$ cat config.mk
export PLATFORM = sky130hd
export DESIGN_NAME = ctb_timer
export DESIGN_NICKNAME = d
export VERILOG_FILES = /design/src/verilog/ctb_pkg.sv /design/src/verilog/ctb_edge_detect.sv /design/src/verilog/ctb_timer.sv
export SDC_FILE = /design/constraint.sdc
export NUM_CORES = 1
export LEC_CHECK = 0
export BUFFER_PORTS_ARGS = -buffer_cell sky130_fd_sc_hd__buf_4
export CAP_MARGIN = 20
export CORE_MARGIN = 3
export CORE_UTILIZATION = 30
export DETAILED_ROUTE_END_ITERATION = 8
export SYNTH_ARGS = -nofsm -noshare
export SYNTH_HDL_FRONTEND = slang
export SYNTH_SLANG_ARGS = --single-unit
$ cat constraint.sdc
create_clock -name core_clk_in -period 3.7 [get_ports core_clk_in]
set_input_delay 0.555 -clock core_clk_in [delete_from_list [all_inputs] [get_ports core_clk_in]]
set_output_delay 0.555 -clock core_clk_in [all_outputs]
set_load 0.1 [all_outputs]
$ cat src/verilog/ctb_pkg.sv
// Functional notes
// - Periodic and timeout modes flag at TOP.
// - Single-shot mode flags at TOP.
// - Capture-on-event loads capture and flags on event.
// - Frequency mode captures, restarts count, flags.
// - Pulse-width: restart one edge, capture opposite.
// - Combined mode stops and flags on third edge.
// - PWM mode flags at high compare byte.
// - Flag clears on write-one or capture read.
// - Running bit is read-only counter status.
// - Halted processor without bypass freezes block.
// - Bypass bit keeps block running while halted.
// - One shared byte staging register.
// - Counter bytes at base and base plus one.
// - Bus write beats internal counter update.
// - Capture/compare bytes at base and next.
// - Capture stores present counter value.
// - Capture/compare is TOP in timed modes.
// - PWM mode uses compare bytes independently.
// - Three-bit mode field decodes eight modes.
// - Interrupt request equals enable and flag.

package ctb_pkg;

  // ==========================================================================
  // Register offsets
  localparam logic [3:0] OFF_CAPTURE_FLAGS = 4'h6;
  localparam logic [3:0] OFF_RUN_STATE     = 4'h7;
  localparam logic [3:0] OFF_DEBUG_CONTROL = 4'h8;
  localparam logic [3:0] OFF_BYTE_STAGING  = 4'h9;
  localparam logic [3:0] OFF_COUNTER_LO    = 4'ha;
  localparam logic [3:0] OFF_COUNTER_HI    = 4'hb;
  localparam logic [3:0] OFF_CCV_LO        = 4'hc;
  localparam logic [3:0] OFF_CCV_HI        = 4'hd;

  // ==========================================================================
  // Field positions and reset values
  localparam int          CAPTURE_FLAG_BIT = 0;
  localparam int          RUN_BIT          = 0;
  localparam int          HALT_BYPASS_BIT  = 0;
  localparam int          COUNT_W          = 16;
  localparam logic [7:0]  RST_BYTE         = 8'h00;
  localparam logic [15:0] RST_WORD         = 16'h0000;

  // ==========================================================================
  // Timer modes
  typedef enum logic [2:0] {
    MODE_PERIODIC      = 3'h0,
    MODE_TIMEOUT       = 3'h1,
    MODE_CAPTURE_EVENT = 3'h2,
    MODE_FREQ          = 3'h3,
    MODE_PULSE_W       = 3'h4,
    MODE_FREQ_PW       = 3'h5,
    MODE_SINGLE        = 3'h6,
    MODE_PWM8          = 3'h7
  } ctb_mode_t;

  // Phases of the combined frequency and pulse-width measurement.
  typedef enum logic [1:0] {
    FPW_IDLE        = 2'h0,
    FPW_WAIT_OPP    = 2'h1,
    FPW_WAIT_SECOND = 2'h2,
    FPW_DONE        = 2'h3
  } ctb_fpw_t;

endpackage : ctb_pkg

$ cat src/verilog/ctb_edge_detect.sv
`timescale 1ns/1ps
`default_nettype none

// ============================================================================
// Event edge qualifier
module ctb_edge_detect
(
  input  wire logic core_clk_in,
  input  wire logic rst_in,
  input  wire logic event_in,
  input  wire logic edge_select_in,
  input  wire logic gate_in,
  output logic      sel_edge_out,
  output logic      opp_edge_out
);

  typedef struct packed {
    logic prev;
  } ctb_edge_state_t;

  ctb_edge_state_t q;
  ctb_edge_state_t next_q;
  logic            rise;
  logic            fall;

  // The previous level keeps tracking while gated, so that releasing the
  // gate does not invent an edge from a stale sample.
  always_comb
  begin
    next_q      = q;
    next_q.prev = event_in;
  end

  always_ff @(posedge core_clk_in or posedge rst_in)
  begin
    if (rst_in)
    begin
      q <= '0;
    end
    else
    begin
      q <= next_q;
    end
  end

  // The selected edge is positive when the select input is low.
  assign rise         = event_in & ~q.prev;
  assign fall         = ~event_in & q.prev;
  assign sel_edge_out = gate_in & (edge_select_in ? fall : rise);
  assign opp_edge_out = gate_in & (edge_select_in ? rise : fall);

endmodule : ctb_edge_detect

`default_nettype wire

$ cat src/verilog/ctb_timer.sv
`timescale 1ns/1ps
`default_nettype none

// ============================================================================
// Capture timer core with status registers
module ctb_timer
#(
  parameter int COUNT_WIDTH = ctb_pkg::COUNT_W
)
(
  input  wire logic       core_clk_in,
  input  wire logic       rst_in,
  input  wire logic [3:0] reg_addr_in,
  input  wire logic       reg_wr_in,
  input  wire logic       reg_rd_in,
  input  wire logic [7:0] reg_wdata_in,
  output logic      [7:0] reg_rdata_out,
  input  wire logic       enable_in,
  input  wire logic [2:0] timer_mode_select_in,
  input  wire logic       event_edge_in,
  input  wire logic       capture_event_enable_in,
  input  wire logic       capture_irq_enable_in,
  input  wire logic       event_in,
  input  wire logic       cpu_halted_in,
  output logic            capture_irq_out,
  output logic            counter_running_out
);

  // ==========================================================================
  // Elaboration check
  if (COUNT_WIDTH != 16)
  begin : g_width_check
    $error("ctb_timer supports only a 16-bit counter");
  end

  // ==========================================================================
  // State
  typedef struct packed {
    logic [15:0]       cnt;
    logic [15:0]       ccv;
    logic [7:0]        staging;
    logic              capture_flag;
    logic              run;
    logic              halt_bypass;
    ctb_pkg::ctb_fpw_t fpw_phase;
    logic [7:0]        rdata;
  } ctb_state_t;

  ctb_state_t         q;
  ctb_state_t         next_q;
  ctb_pkg::ctb_mode_t mode;
  logic               active;
  logic               sel_edge;
  logic               opp_edge;
  logic               hit_top;
  logic               set_flag;
  logic               clr_flag;
  logic               capture_mode;
  logic               wr_cnt_hi;

  // Address match, used by both the read and the write paths.
  function automatic logic hit(input logic [3:0] off);
    hit = (reg_addr_in == off);
  endfunction : hit

  // The block runs while enabled, unless the processor is halted and bypass is off.
  assign active = enable_in & (~cpu_halted_in | q.halt_bypass);
  assign mode   = ctb_pkg::ctb_mode_t'(timer_mode_select_in);

  // Modes whose compare register holds a captured count.
  assign capture_mode = (mode == ctb_pkg::MODE_CAPTURE_EVENT) |
                        (mode == ctb_pkg::MODE_FREQ) |
                        (mode == ctb_pkg::MODE_PULSE_W) |
                        (mode == ctb_pkg::MODE_FREQ_PW);

  // Events are ignored while frozen, not queued for later.
  ctb_edge_detect ctb_edge_detect_i
  (
    .core_clk_in    (core_clk_in),
    .rst_in         (rst_in),
    .event_in       (event_in),
    .edge_select_in (event_edge_in),
    .gate_in        (active & capture_event_enable_in),
    .sel_edge_out   (sel_edge),
    .opp_edge_out   (opp_edge)
  );

  assign hit_top   = (q.cnt == q.ccv);
  assign wr_cnt_hi = reg_wr_in & hit(ctb_pkg::OFF_COUNTER_HI);

  // ==========================================================================
  // Next state: counting first, then bus accesses, so a bus write to the
  // counter overrides whatever the counting logic chose this cycle.
  always_comb
  begin
    next_q   = q;
    set_flag = 1'b0;
    clr_flag = 1'b0;
    if (!enable_in)
    begin
      next_q.run       = 1'b0;
      next_q.fpw_phase = ctb_pkg::FPW_IDLE;
    end
    else if (active)
    begin
      case (mode)
        ctb_pkg::MODE_PERIODIC:
        begin
          next_q.run = 1'b1;
          if (hit_top)
          begin
            next_q.cnt = '0;
            set_flag   = 1'b1;
          end
          else
          begin
            next_q.cnt = q.cnt + 16'h0001;
          end
        end
        ctb_pkg::MODE_TIMEOUT:
        begin
          // Start on the selected edge, stop on the opposite one.
          if (sel_edge)
          begin
            next_q.run = 1'b1;
            next_q.cnt = '0;
          end
          else if (opp_edge)
          begin
            next_q.run = 1'b0;
          end
          else if (q.run && hit_top)
          begin
            next_q.cnt = '0;
            set_flag   = 1'b1;
          end
          else if (q.run)
          begin
            next_q.cnt = q.cnt + 16'h0001;
          end
        end
        ctb_pkg::MODE_CAPTURE_EVENT:
        begin
          next_q.run = 1'b1;
          next_q.cnt = q.cnt + 16'h0001;
          if (sel_edge)
          begin
            next_q.ccv = q.cnt;
            set_flag   = 1'b1;
          end
        end
        ctb_pkg::MODE_FREQ:
        begin
          next_q.run = 1'b1;
          next_q.cnt = q.cnt + 16'h0001;
          if (sel_edge)
          begin
            next_q.ccv = q.cnt;
            next_q.cnt = '0;
            set_flag   = 1'b1;
          end
        end
        ctb_pkg::MODE_PULSE_W:
        begin
          next_q.run = 1'b1;
          next_q.cnt = q.cnt + 16'h0001;
          if (sel_edge)
          begin
            next_q.cnt = '0;
          end
          else if (opp_edge)
          begin
            next_q.ccv = q.cnt;
            set_flag   = 1'b1;
          end
        end
        ctb_pkg::MODE_FREQ_PW:
        begin
          if (q.run)
          begin
            next_q.cnt = q.cnt + 16'h0001;
          end
          case (q.fpw_phase)
            ctb_pkg::FPW_IDLE:
            begin
              if (sel_edge)
              begin
                next_q.cnt       = '0;
                next_q.run       = 1'b1;
                next_q.fpw_phase = ctb_pkg::FPW_WAIT_OPP;
              end
            end
            ctb_pkg::FPW_WAIT_OPP:
            begin
              if (opp_edge)
              begin
                next_q.ccv       = q.cnt;
                next_q.fpw_phase = ctb_pkg::FPW_WAIT_SECOND;
              end
            end
            ctb_pkg::FPW_WAIT_SECOND:
            begin
              if (sel_edge)
              begin
                next_q.cnt       = q.cnt;
                next_q.run       = 1'b0;
                set_flag         = 1'b1;
                next_q.fpw_phase = ctb_pkg::FPW_DONE;
              end
            end
            default:
            begin
              // Rearm once software has taken the result.
              if (!q.capture_flag)
              begin
                next_q.fpw_phase = ctb_pkg::FPW_IDLE;
              end
            end
          endcase
        end
        ctb_pkg::MODE_SINGLE:
        begin
          if (q.run && hit_top)
          begin
            next_q.run = 1'b0;
            set_flag   = 1'b1;
          end
          else if (q.run)
          begin
            next_q.cnt = q.cnt + 16'h0001;
          end
          else if (sel_edge)
          begin
            next_q.run = 1'b1;
            next_q.cnt = '0;
          end
        end
        default:
        begin
          // 8-bit PWM: low compare byte is the period, high byte the duty.
          next_q.run = 1'b1;
          if (q.cnt[7:0] == q.ccv[7:0])
          begin
            next_q.cnt = '0;
          end
          else
          begin
            next_q.cnt = {8'h00, q.cnt[7:0] + 8'h01};
          end
          if (q.cnt[7:0] == q.ccv[15:8])
          begin
            set_flag = 1'b1;
          end
        end
      endcase
    end

    // Register reads; data appears one cycle after the strobe.
    next_q.rdata = ctb_pkg::RST_BYTE;
    if (reg_rd_in)
    begin
      if (hit(ctb_pkg::OFF_CAPTURE_FLAGS))
      begin
        next_q.rdata[ctb_pkg::CAPTURE_FLAG_BIT] = q.capture_flag;
      end
      if (hit(ctb_pkg::OFF_RUN_STATE))
      begin
        next_q.rdata[ctb_pkg::RUN_BIT] = q.run;
      end
      if (hit(ctb_pkg::OFF_DEBUG_CONTROL))
      begin
        next_q.rdata[ctb_pkg::HALT_BYPASS_BIT] = q.halt_bypass;
      end
      if (hit(ctb_pkg::OFF_BYTE_STAGING))
      begin
        next_q.rdata = q.staging;
      end
      if (hit(ctb_pkg::OFF_COUNTER_LO))
      begin
        next_q.rdata   = q.cnt[7:0];
        next_q.staging = q.cnt[15:8];
      end
      if (hit(ctb_pkg::OFF_COUNTER_HI))
      begin
        next_q.rdata = q.staging;
      end
      if (hit(ctb_pkg::OFF_CCV_LO))
      begin
        next_q.rdata = q.ccv[7:0];
        if (mode != ctb_pkg::MODE_PWM8)
        begin
          next_q.staging = q.ccv[15:8];
        end
        clr_flag = capture_mode;
      end
      if (hit(ctb_pkg::OFF_CCV_HI))
      begin
        next_q.rdata = (mode == ctb_pkg::MODE_PWM8) ? q.ccv[15:8]
                                                    : q.staging;
      end
    end

    // Register writes; the run state has no write path at all.
    if (reg_wr_in)
    begin
      if (hit(ctb_pkg::OFF_CAPTURE_FLAGS) &&
          reg_wdata_in[ctb_pkg::CAPTURE_FLAG_BIT])
      begin
        clr_flag = 1'b1;
      end
      if (hit(ctb_pkg::OFF_DEBUG_CONTROL))
      begin
        next_q.halt_bypass = reg_wdata_in[ctb_pkg::HALT_BYPASS_BIT];
      end
      if (hit(ctb_pkg::OFF_BYTE_STAGING) || hit(ctb_pkg::OFF_COUNTER_LO))
      begin
        next_q.staging = reg_wdata_in;
      end
      if (hit(ctb_pkg::OFF_COUNTER_HI))
      begin
        next_q.cnt = {reg_wdata_in, q.staging};
      end
      if (hit(ctb_pkg::OFF_CCV_LO))
      begin
        if (mode == ctb_pkg::MODE_PWM8)
        begin
          next_q.ccv[7:0] = reg_wdata_in;
        end
        else
        begin
          next_q.staging = reg_wdata_in;
        end
      end
      if (hit(ctb_pkg::OFF_CCV_HI))
      begin
        if (mode == ctb_pkg::MODE_PWM8)
        begin
          next_q.ccv[15:8] = reg_wdata_in;
        end
        else
        begin
          next_q.ccv = {reg_wdata_in, q.staging};
        end
      end
    end

    // A new event in the clearing cycle must not be lost, so set wins.
    if (set_flag)
    begin
      next_q.capture_flag = 1'b1;
    end
    else if (clr_flag)
    begin
      next_q.capture_flag = 1'b0;
    end
  end

  // Every field resets to zero.
  always_ff @(posedge core_clk_in or posedge rst_in)
  begin
    if (rst_in)
    begin
      q <= '0;
    end
    else
    begin
      q <= next_q;
    end
  end

  // Outputs.
  assign reg_rdata_out       = q.rdata;
  assign capture_irq_out     = capture_irq_enable_in & q.capture_flag;
  assign counter_running_out = q.run;
endmodule : ctb_timer

`default_nettype wire

---- Word level (Yosys, flattened, before mapping) ----
Index checks and enable logic that the tools add are counted.
storage, ports and cells
  register bits after elaboration ......... 54
  output and inout bits ................... 10
cells by class
  add/subtract/negate cells ............... 2
  eq/ne operators ......................... 31
  multiplexer cells ....................... 83
  bitwise operators ....................... 14
  reductions and logical operators ........ 10
operators with widths
  kind                                                              count
  16-bit 2-to-1 mux                                                 18
  8-bit 2-to-1 mux                                                  17
  16-bit case mux with 7 select lines                               1
  32-bit 2-to-1 mux                                                 3
  16-bit case mux with 4 select lines                               1
  40-bit 2-to-1 mux                                                 1
  16-bit case mux with 2 select lines                               1
  1-bit 2-to-1 mux                                                  30
  4-bit == test (second input constant)                             6
  16-bit by 1-bit adder with 16-bit output (second input constant)  1
  16-bit == test                                                    1
  8-bit == test                                                     2
  2-bit 2-to-1 mux                                                  7
  3-bit == test (second input constant)                             4
  3-bit by 2-bit != test with 1-bit output (second input constant)  3
  8-bit by 1-bit adder with 8-bit output (second input constant)    1
  4-bit by 3-bit == test with 1-bit output (second input constant)  2
  4-bit by 2-bit != test with 1-bit output (second input constant)  2
  4-bit by 3-bit != test with 1-bit output (second input constant)  2
  1-bit bitwise AND                                                 7
  3-bit by 2-bit == test with 1-bit output (second input constant)  2
  1-bit case mux with 6 select lines                                1
  2-bit case mux with 3 select lines                                1
  6-bit AND reduction                                               1
  other kinds (18)                                                  25

---- Logic depth before layout (Yosys ltp) ----
Gate-level depths: netlist (run 1).
  depth in word-level cells ............... 16
  depth in mapped cells ................... 10

---- Modules after synthesis ----
A second synthesis (run 1) with hierarchy kept.
unflattened totals
  cell total of the unflattened synthesis .. 712
  area, all modules ....................... 5290.1 sq um
modules (own cells, without submodules)
  module           instances  cells each  area an instance (sq um)
  ctb_timer        1          704         5225.0
  ctb_edge_detect  1          8           65.1

---- Least setup slack after synthesis (run 1) ----
No wires, ideal clock.
  path kind ............................... register to register
  start point ............................. register q, in the netlist counter_running_out
  end point ............................... register q[47] (netlist name)
  setup time .............................. 0.153 ns
  arrival time ............................ 2.385 ns
  required time ........................... 3.547 ns
  setup slack ............................. 1.162 ns
  cell stages (with the launch flop) ...... 7
  buffers on the path ..................... 1
  period minus slack after synthesis ...... 2.538 ns
  cells stage by stage .................... dfrtp_1 clkbuf_1 clkinv_1 o21ai_2 nand2_1 a2111oi_0 a211oi_1
RTL lines
  item                      RTL line          RTL
  start: declaration        ctb_timer.sv:49   ctb_state_t q;
  start signal: assignment  ctb_timer.sv:367  q <= next_q;

==> impl_metrics.sql, run 1 <==
INSERT INTO impl_metrics (metric_group, metric, value, unit) VALUES
('status', 'outcome', 'complete, no violations', ''),
('die', 'floorplan.die.width', '139', 'um'),
('sta', 'hold_viol_final', '0', ''),
('die', 'io_pins', '35', ''),
('pwr', 'power_leakage', '2.32', 'nW'),
('clock_network', 'cts.sink_count', '54', ''),
('die', 'floorplan.rows', '48', ''),
('routing', 'ant_nets', '0', ''),
('setup_path', 'reg2reg_capture_point', 'q[47]', ''),
('clock_network', 'cts_root_buf', 'clkbuf_16', ''),
('final_layout', 'drive_above_1_share', '15.0', '%'),
('routing', 'drtIter0Drc', '918', ''),
('clock_network', 'setup_buffers_after_cts', '0', ''),
('sta', 'min_period_over_period', '79.8', '%'),
('grt', 'grt_residual_overflow', '0', ''),
('final_layout', 'finalNetCount', '743', ''),
('final_layout', 'layout.cells.non_filler', '940', ''),
('placement', 'buffer_ports.inserted', '34', ''),
('sta', 'final.setup.tns', '0', 'ns'),
('clock_network', 'cts.path.max_buffers', '2', ''),
('logic_synthesis', 'synth_nets', '736', ''),
('sta', 'maxSlewHeadroom', '40.4', '%'),
('die', 'die-height', '139', 'um'),
('logic_synthesis', 'synth-seq-area-share', '25.4', '%'),
('logic_synthesis', 'synth_warnings', '0', ''),
('logic_synthesis', 'synth_enable_flop_cells', '0', ''),
('sta', 'max_freq', '339', 'MHz'),
('sta', 'worst_slew_pin_slew', '0.886', 'ns'),
('final_layout', 'antenna_cells', '0', ''),
('setup_path', 'critPathMaxFanout', '13', ''),
('sta', 'maxSlewViolCount', '0', ''),
('clock_network', 'clk-insertion-delay-late', '0.31', 'ns'),
('grt', 'grt_first_pass_wirelength', '31300', 'um'),
('sta', 'final-setup-viol-count', '0', ''),
('grt', 'groute.usage.overall', '20.3', '%'),
('final_layout', 'layout.cells.most_common', 'nand2_1', ''),
('setup_path', 'critPathRequiredTime', '3.85', 'ns'),
('logic_synthesis', 'synthesized_flop_and_latch_total', '54', ''),
('placement', 'hpwl_reported_at_the_end_of_detailed_placement', '14800', 'um'),
('run', 'cap_violations', '0', ''),
('grt', 'antenna_found_initial', '0', ''),
('pwr', 'cellPowerDensity', '444', 'nW/um2'),
('pwr', 'max_rail_drop_vdd', '0.267', 'mV'),
('setup_path', 'r2r_slack', '0.75', 'ns'),
('logic_synthesis', 'synthesis.instances', '707', ''),
('placement', 'placed_cells_incl_taps', '932', ''),
('die', 'core_area', '17400', 'um2'),
('clock_network', 'cts_htree_levels', '2', ''),
('clock_network', 'path_clk_slew', '0.08', 'ns'),
('routing', 'via_per_inst', '6.11', ''),
('clock_network', 'tritoncts', 'yes', ''),
('routing', 'wire_per_inst', '21.5', 'um'),
('die', 'start_util', '30.7', '%'),
('logic_synthesis', 'synth_cell_types', '79', ''),
('routing', 'drt_wl_total', '20200', 'um'),
('setup_path', 'worst-r2r-cell-count', '8', ''),
('routing', 'first_pass_iters', '6', ''),
('clock_network', 'post_cts_resize_count', '0', ''),
('clock_network', 'cts_inserted_buffers', '5', ''),
('setup_path', 'regToRegStartpoint', 'q[38]', ''),
('clock_network', 'holdBufCountCts', '0', ''),
('min_path', 'timing.hold.worst.class', 'in -> async', ''),
('final_layout', 'area.growth.synth_to_final', '11.9', '%'),
('die', 'floorplan.die_area', '19400', 'um2'),
('setup_path', 'cp.arrival', '3.10', 'ns'),
('logic_synthesis', 'yosys_most_used_dff', 'dfrtp_1', ''),
('routing', 'remaining_drc_errors', '0', ''),
('logic_synthesis', 'synth_area_per_cell', '7.53', 'um2'),
('grt', 'maximum_number_of_pins_on_one_net_before_global_route_repair', '30', ''),
('final_layout', 'layout_common_cells', 'nand2_1 (102), buf_4 (66), dfrtp_1 (54), a21oi_1 (53), nor2_1 (51)', ''),
('sta', 'fin_worst_skew', '0.00563', 'ns'),
('sta', 'finalWorstPathRequiredPeriod', '2.95', 'ns'),
('final_layout', 'fillerInstances', '1816', ''),
('setup_path', 'worstSetupStartpointType', 'register', ''),
('placement', 'gp_congestion', '0.958', ''),
('routing', 'num_vias', '5739', ''),
('logic_synthesis', 'mappedNetlistArea', '5320', 'um2'),
('sta', 'rsz0062_at_grt', 'no', ''),
('grt', 'grt_pass1_vias', '5325', ''),
('setup_path', 'category_of_the_critical_setup_timing_path', 'reg -> reg', ''),
('logic_synthesis', 'synth_async_sr_flop_share', '100', '%'),
('setup_path', 'end_kind', 'register', '');
==> cells in the mapped netlist, drive strengths merged (13+ instances only) <==
cell    number  area [um2]
a31oi       21         131
o21ai       67         362
a22o        16         140
nand2      102         383
xnor2       14         123
mux2i       18         180
nor2b       16         100
buf         27         168
nand3       29         145
dfrtp       54        1350
clkbuf      39         148
a22oi       13        97.6
a21oi       54         274
xor2        19         166
nor2        51         191
==> critical path: stages (launching register included) <==
cell and delay [ns]:
dfrtp_1 0.51, xor2_1 0.20, nor4_2 0.58, nand4_1 0.16
buf_4 0.24, o21ai_2 0.33, nand2_1 0.24, a2111oi_0 0.42
a211oi_1 0.10
==> report_power, final <==
group	switching (mW)	leakage, nW	internal (mW)
clock	0.250	0.0819	0.325
sequential	0.241	0.687	0.717
combinational	0.681	1.55	0.430
==> per-layer routing <==
layer / share of wire [%] / global-route usage (%) / vias to the layer above
li1: - / - / 2630
met1: 42 / 27.7 / 2715
met2: 46 / 31.6 / 332
met3: 8.2 / 2.86 / 62
met4: 4.2 / 9.58 / 0
met5: 0 / 0 / -
==> layout make-up <==
class / instances / area [um2] / area share (%)
multi-input combinational: 575 / 3610 / 60.6
sequential: 54 / 1350 / 22.7
timing repair buffer: 66 / 495 / 8.32
tap: 225 / 282 / 4.73
clock buffer: 5 / 125 / 2.10
clock inverter: 3 / 48.8 / 0.819
inverter: 12 / 45.0 / 0.756
==> flip-flops by register name, indices dropped and copies added (netlist names) <==
signal / cells
counter_running_out: 1
ctb_edge_detect_i.q: 1
q: 44
reg_rdata_out: 8
==> kinds of logic (layout without fill, tap and decap cells) <==
group	Yosys count	count (layout)	share of synthesized area [%]
AND/OR/NAND/NOR	261	261	23.8
AO/OA/AOI/OAI	250	250	32.3
buffers and inverters	78	86	6.77
flip-flops	54	54	25.4
XOR/XNOR	33	33	5.43
multiplexers	27	27	5.29
adder cells (fa/ha/maj)	4	4	0.941
==> worst max path at each step <==
stage,endpoint,from
2_1_floorplan,q[47],counter_running_out
3_3_place_gp,q[50],cpu_halted_in
3_5_place_dp,q[41],cpu_halted_in
4_1_cts,q[41],q[10]
5_1_grt,q[47],q[38]
6_report,q[47],q[38]
==> through the flow <==
step | hold slack [ns] | instance area, um2 | utilization, % | total power, mW | setup slack, ns
final | 0.342 | 5960 | 34.3 | 2.64 | 0.747
after global routing | 0.395 | 5960 | 34.3 | 2.79 | 0.582
after CTS | 0.364 | 5960 | 34.3 | 2.62 | 0.830
after detailed placement | 0.548 | 5780 | 33.3 | 2.04 | 0.719
after global placement | 0.542 | 5780 | 33.3 | 2.04 | 0.736
after floorplan | 0.518 | 5320 | - | 1.69 | 1.16
(Power assumes the default switching activity.)
==> run 2: changes to the inputs <==
Clock period 3.7 ns to 2.68 ns, I/O delays scaled along.
==> run 2 against run 1 <==
  * Maximum frequency rose by 15%
  * Largest power group unchanged
  * Flip-flop and latch count unchanged
  * Non-clock buffer count is 46 higher
  * Critical endpoint is now q[41]
  * Power is 46% higher
  * Critical path type unchanged
  * Via count increased by 2.4%
==> impl_metrics.sql, run 2 (synthesis gave the netlist of run 1 again) <==
INSERT INTO impl_metrics (metric_group, metric, value, unit) VALUES
('status', 'outcome', 'complete, no violations', ''),
('setup_path', 'category_of_the_critical_setup_timing_path', 'reg -> reg', ''),
('grt', 'grt_residual_overflow', '0', ''),
('sta', 'final.setup.tns', '0', 'ns'),
('die', 'core_area', '17400', 'um2'),
('placement', 'gp_congestion', '0.989', ''),
('grt', 'maximum_number_of_pins_on_one_net_before_global_route_repair', '25', ''),
('grt', 'groute.usage.overall', '20.9', '%'),
('clock_network', 'cts_inserted_buffers', '5', ''),
('routing', 'wire_per_inst', '21.0', 'um'),
('clock_network', 'setup_buffers_after_cts', '0', ''),
('setup_path', 'slowest_cell_on_the_critical_path', 'or3b_4', ''),
('setup_path', 'cp_top_family', 'compound AO/OA/AOI/OAI gates', ''),
('setup_path', 'worstSetupStartpointType', 'register', ''),
('sta', 'min_period_over_period', '95.9', '%'),
('final_layout', 'layout_common_cells', 'buf_4 (111), nand2_1 (102), dfrtp_1 (54), a21oi_1 (53), nor2_1 (51)', ''),
('final_layout', 'fillerInstances', '1803', ''),
('sta', 'finalWorstPathRequiredPeriod', '2.57', 'ns'),
('placement', 'buffer_ports.inserted', '34', ''),
('run', 'cap_violations', '0', ''),
('die', 'floorplan.rows', '48', ''),
('setup_path', 'critical_path_cell_by_cell', 'or3b_4 > a211o_1 > buf_4 > o21ai_4 > a21oi_1 > o311ai_1 > o41ai_1 > o32a_1', ''),
('final_layout', 'finalNetCount', '789', ''),
('setup_path', 'critPathBufInv', '1', ''),
('die', 'die-height', '139', 'um'),
('sta', 'hold_viol_final', '0', ''),
('final_layout', 'layout.cells.most_common', 'buf_4', ''),
('sta', 'worst_slew_pin_slew', '0.762', 'ns'),
('final_layout', 'drive_above_1_share', '20.5', '%'),
('pwr', 'power_leakage', '2.55', 'nW'),
('die', 'io_pins', '35', ''),
('setup_path', 'r2r_slack', '0.11', 'ns'),
('final_layout', 'final_core_util', '36.6', '%'),
('clock_network', 'path_clk_slew', '0.08', 'ns'),
('sta', 'rsz0062_at_grt', 'yes', ''),
('pwr', 'p_int', '2.18', 'mW'),
('setup_path', 'end_kind', 'register', ''),
('clock_network', 'cts_root_buf', 'clkbuf_16', ''),
('routing', 'remaining_drc_errors', '0', ''),
('clock_network', 'cts.path.max_buffers', '2', ''),
('pwr', 'cellPowerDensity', '607', 'nW/um2'),
('placement', 'hpwl_reported_at_the_end_of_detailed_placement', '15500', 'um'),
('min_path', 'timing.hold.worst.class', 'in -> async', ''),
('die', 'start_util', '30.7', '%'),
('sta', 'maxSlewViolCount', '0', ''),
('final_layout', 'largest_register', 'q', ''),
('pwr', 'power.sequential.fraction', '31.5', '%'),
('clock_network', 'clk-insertion-delay-late', '0.32', 'ns'),
('final_layout', 'area.growth.synth_to_final', '19.4', '%'),
('sta', 'whs', '0.0557', 'ns'),
('grt', 'grt_pass1_vias', '5500', ''),
('routing', 'num_vias', '5878', ''),
('pwr', 'combinationalPowerShare', '46.7', '%'),
('sta', 'max_freq', '389', 'MHz'),
('setup_path', 'crit_path_max_incr_delay', '0.44', 'ns'),
('clock_network', 'cts_htree_levels', '2', ''),
('sta', 'fin_worst_skew', '0.00538', 'ns'),
('routing', 'via_per_inst', '5.96', ''),
('die', 'floorplan.die.width', '139', 'um'),
('clock_network', 'post_cts_resize_count', '0', ''),
('pwr', 'power_switching', '1.68', 'mW'),
('sta', 'maxSlewHeadroom', '49.0', '%'),
('final_layout', 'flip_flop_count_of_the_largest_register_all_copies_and_words_added', '44', ''),
('pwr', 'totalPowerFinal', '3.85', 'mW'),
('final_layout', 'layout.cells.non_filler', '986', ''),
('grt', 'antenna_found_initial', '0', ''),
('pwr', 'power_frac_clock', '21.7', '%'),
('setup_path', 'cp.arrival', '2.77', 'ns'),
('routing', 'ant_nets', '0', ''),
('setup_path', 'critPathRequiredTime', '2.88', 'ns'),
('clock_network', 'tritoncts', 'yes', ''),
('grt', 'grt_first_pass_wirelength', '32200', 'um'),
('pwr', 'max_rail_drop_vdd', '0.352', 'mV'),
('setup_path', 'critPathMaxFanout', '6', ''),
('final_layout', 'antenna_cells', '0', ''),
('routing', 'drt_wl_total', '20700', 'um'),
('routing', 'first_pass_iters', '5', ''),
('sta', 'final-setup-viol-count', '0', ''),
('pwr', 'p_sw_share', '43.5', '%'),
('die', 'floorplan.die_area', '19400', 'um2'),
('clock_network', 'cts.sink_count', '54', ''),
('clock_network', 'holdBufCountCts', '0', ''),
('routing', 'drtIter0Drc', '875', ''),
('placement', 'placed_cells_incl_taps', '978', '');
[run 2: power by group through the flow]
stage	logic (mW)	registers (mW)	clock network (mW)
2_1_floorplan	1.17	1.16	0
4_1_cts	1.75	1.21	0.846
3_3_place_gp	1.73	1.22	0
5_1_grt	1.94	1.23	0.868
3_5_place_dp	1.74	1.22	0
6_report	1.80	1.22	0.838
[run 2: path summary, 6_finish.rpt]
path,start,to,depth (start not counted)
setup / recovery,ctb_edge_detect_i.q,q[41],8
hold / removal,rst_in,q[17],2
setup reg to reg,ctb_edge_detect_i.q,q[41],8
hold reg to reg,q[8],q[8],1
max in group asynchronous,rst_in,q[10],3
min in group core_clk_in,event_in,ctb_edge_detect_i.q,1
[run 2: layer usage]
metal	part of all wire, %	global-route usage [%]	wire, um	vias to the layer above
met1	42	27.7	8660	2822
met4	3.8	8.70	778	0
met2	48	34.1	9830	284
li1	-	-	-	2720
met5	0	0	0	-
met3	6.9	3.14	1420	52
[run 2: final cells by class]
cell class              instances  area (um2)  area share [%]
multi-input cells             575        3640            57.3
flip-flops and latches         54        1350            21.3
repair buffers                112         853            13.4
well taps                     225         282            4.43
clock buffers                   6         139            2.19
inverters                      12        45.0           0.709
clock inverters                 2        38.8           0.611
[run 2: through the flow]
stage	cell area, um2	setup WS [ns]
CTS	6320	0.0913
global route	6350	-0.00777
detailed placement	6140	0.0127
global placement	6140	-0.00339
floorplan	5320	0.142
finish	6350	0.109
[run 2: worst reg2reg max path: stages, from the launching register on]
cell and delay [ns]:
dfrtp_1 0.42, or3b_4 0.44, a211o_1 0.40, buf_4 0.19
o21ai_4 0.16, a21oi_1 0.06, o311ai_1 0.25, o41ai_1 0.16
o32a_1 0.37
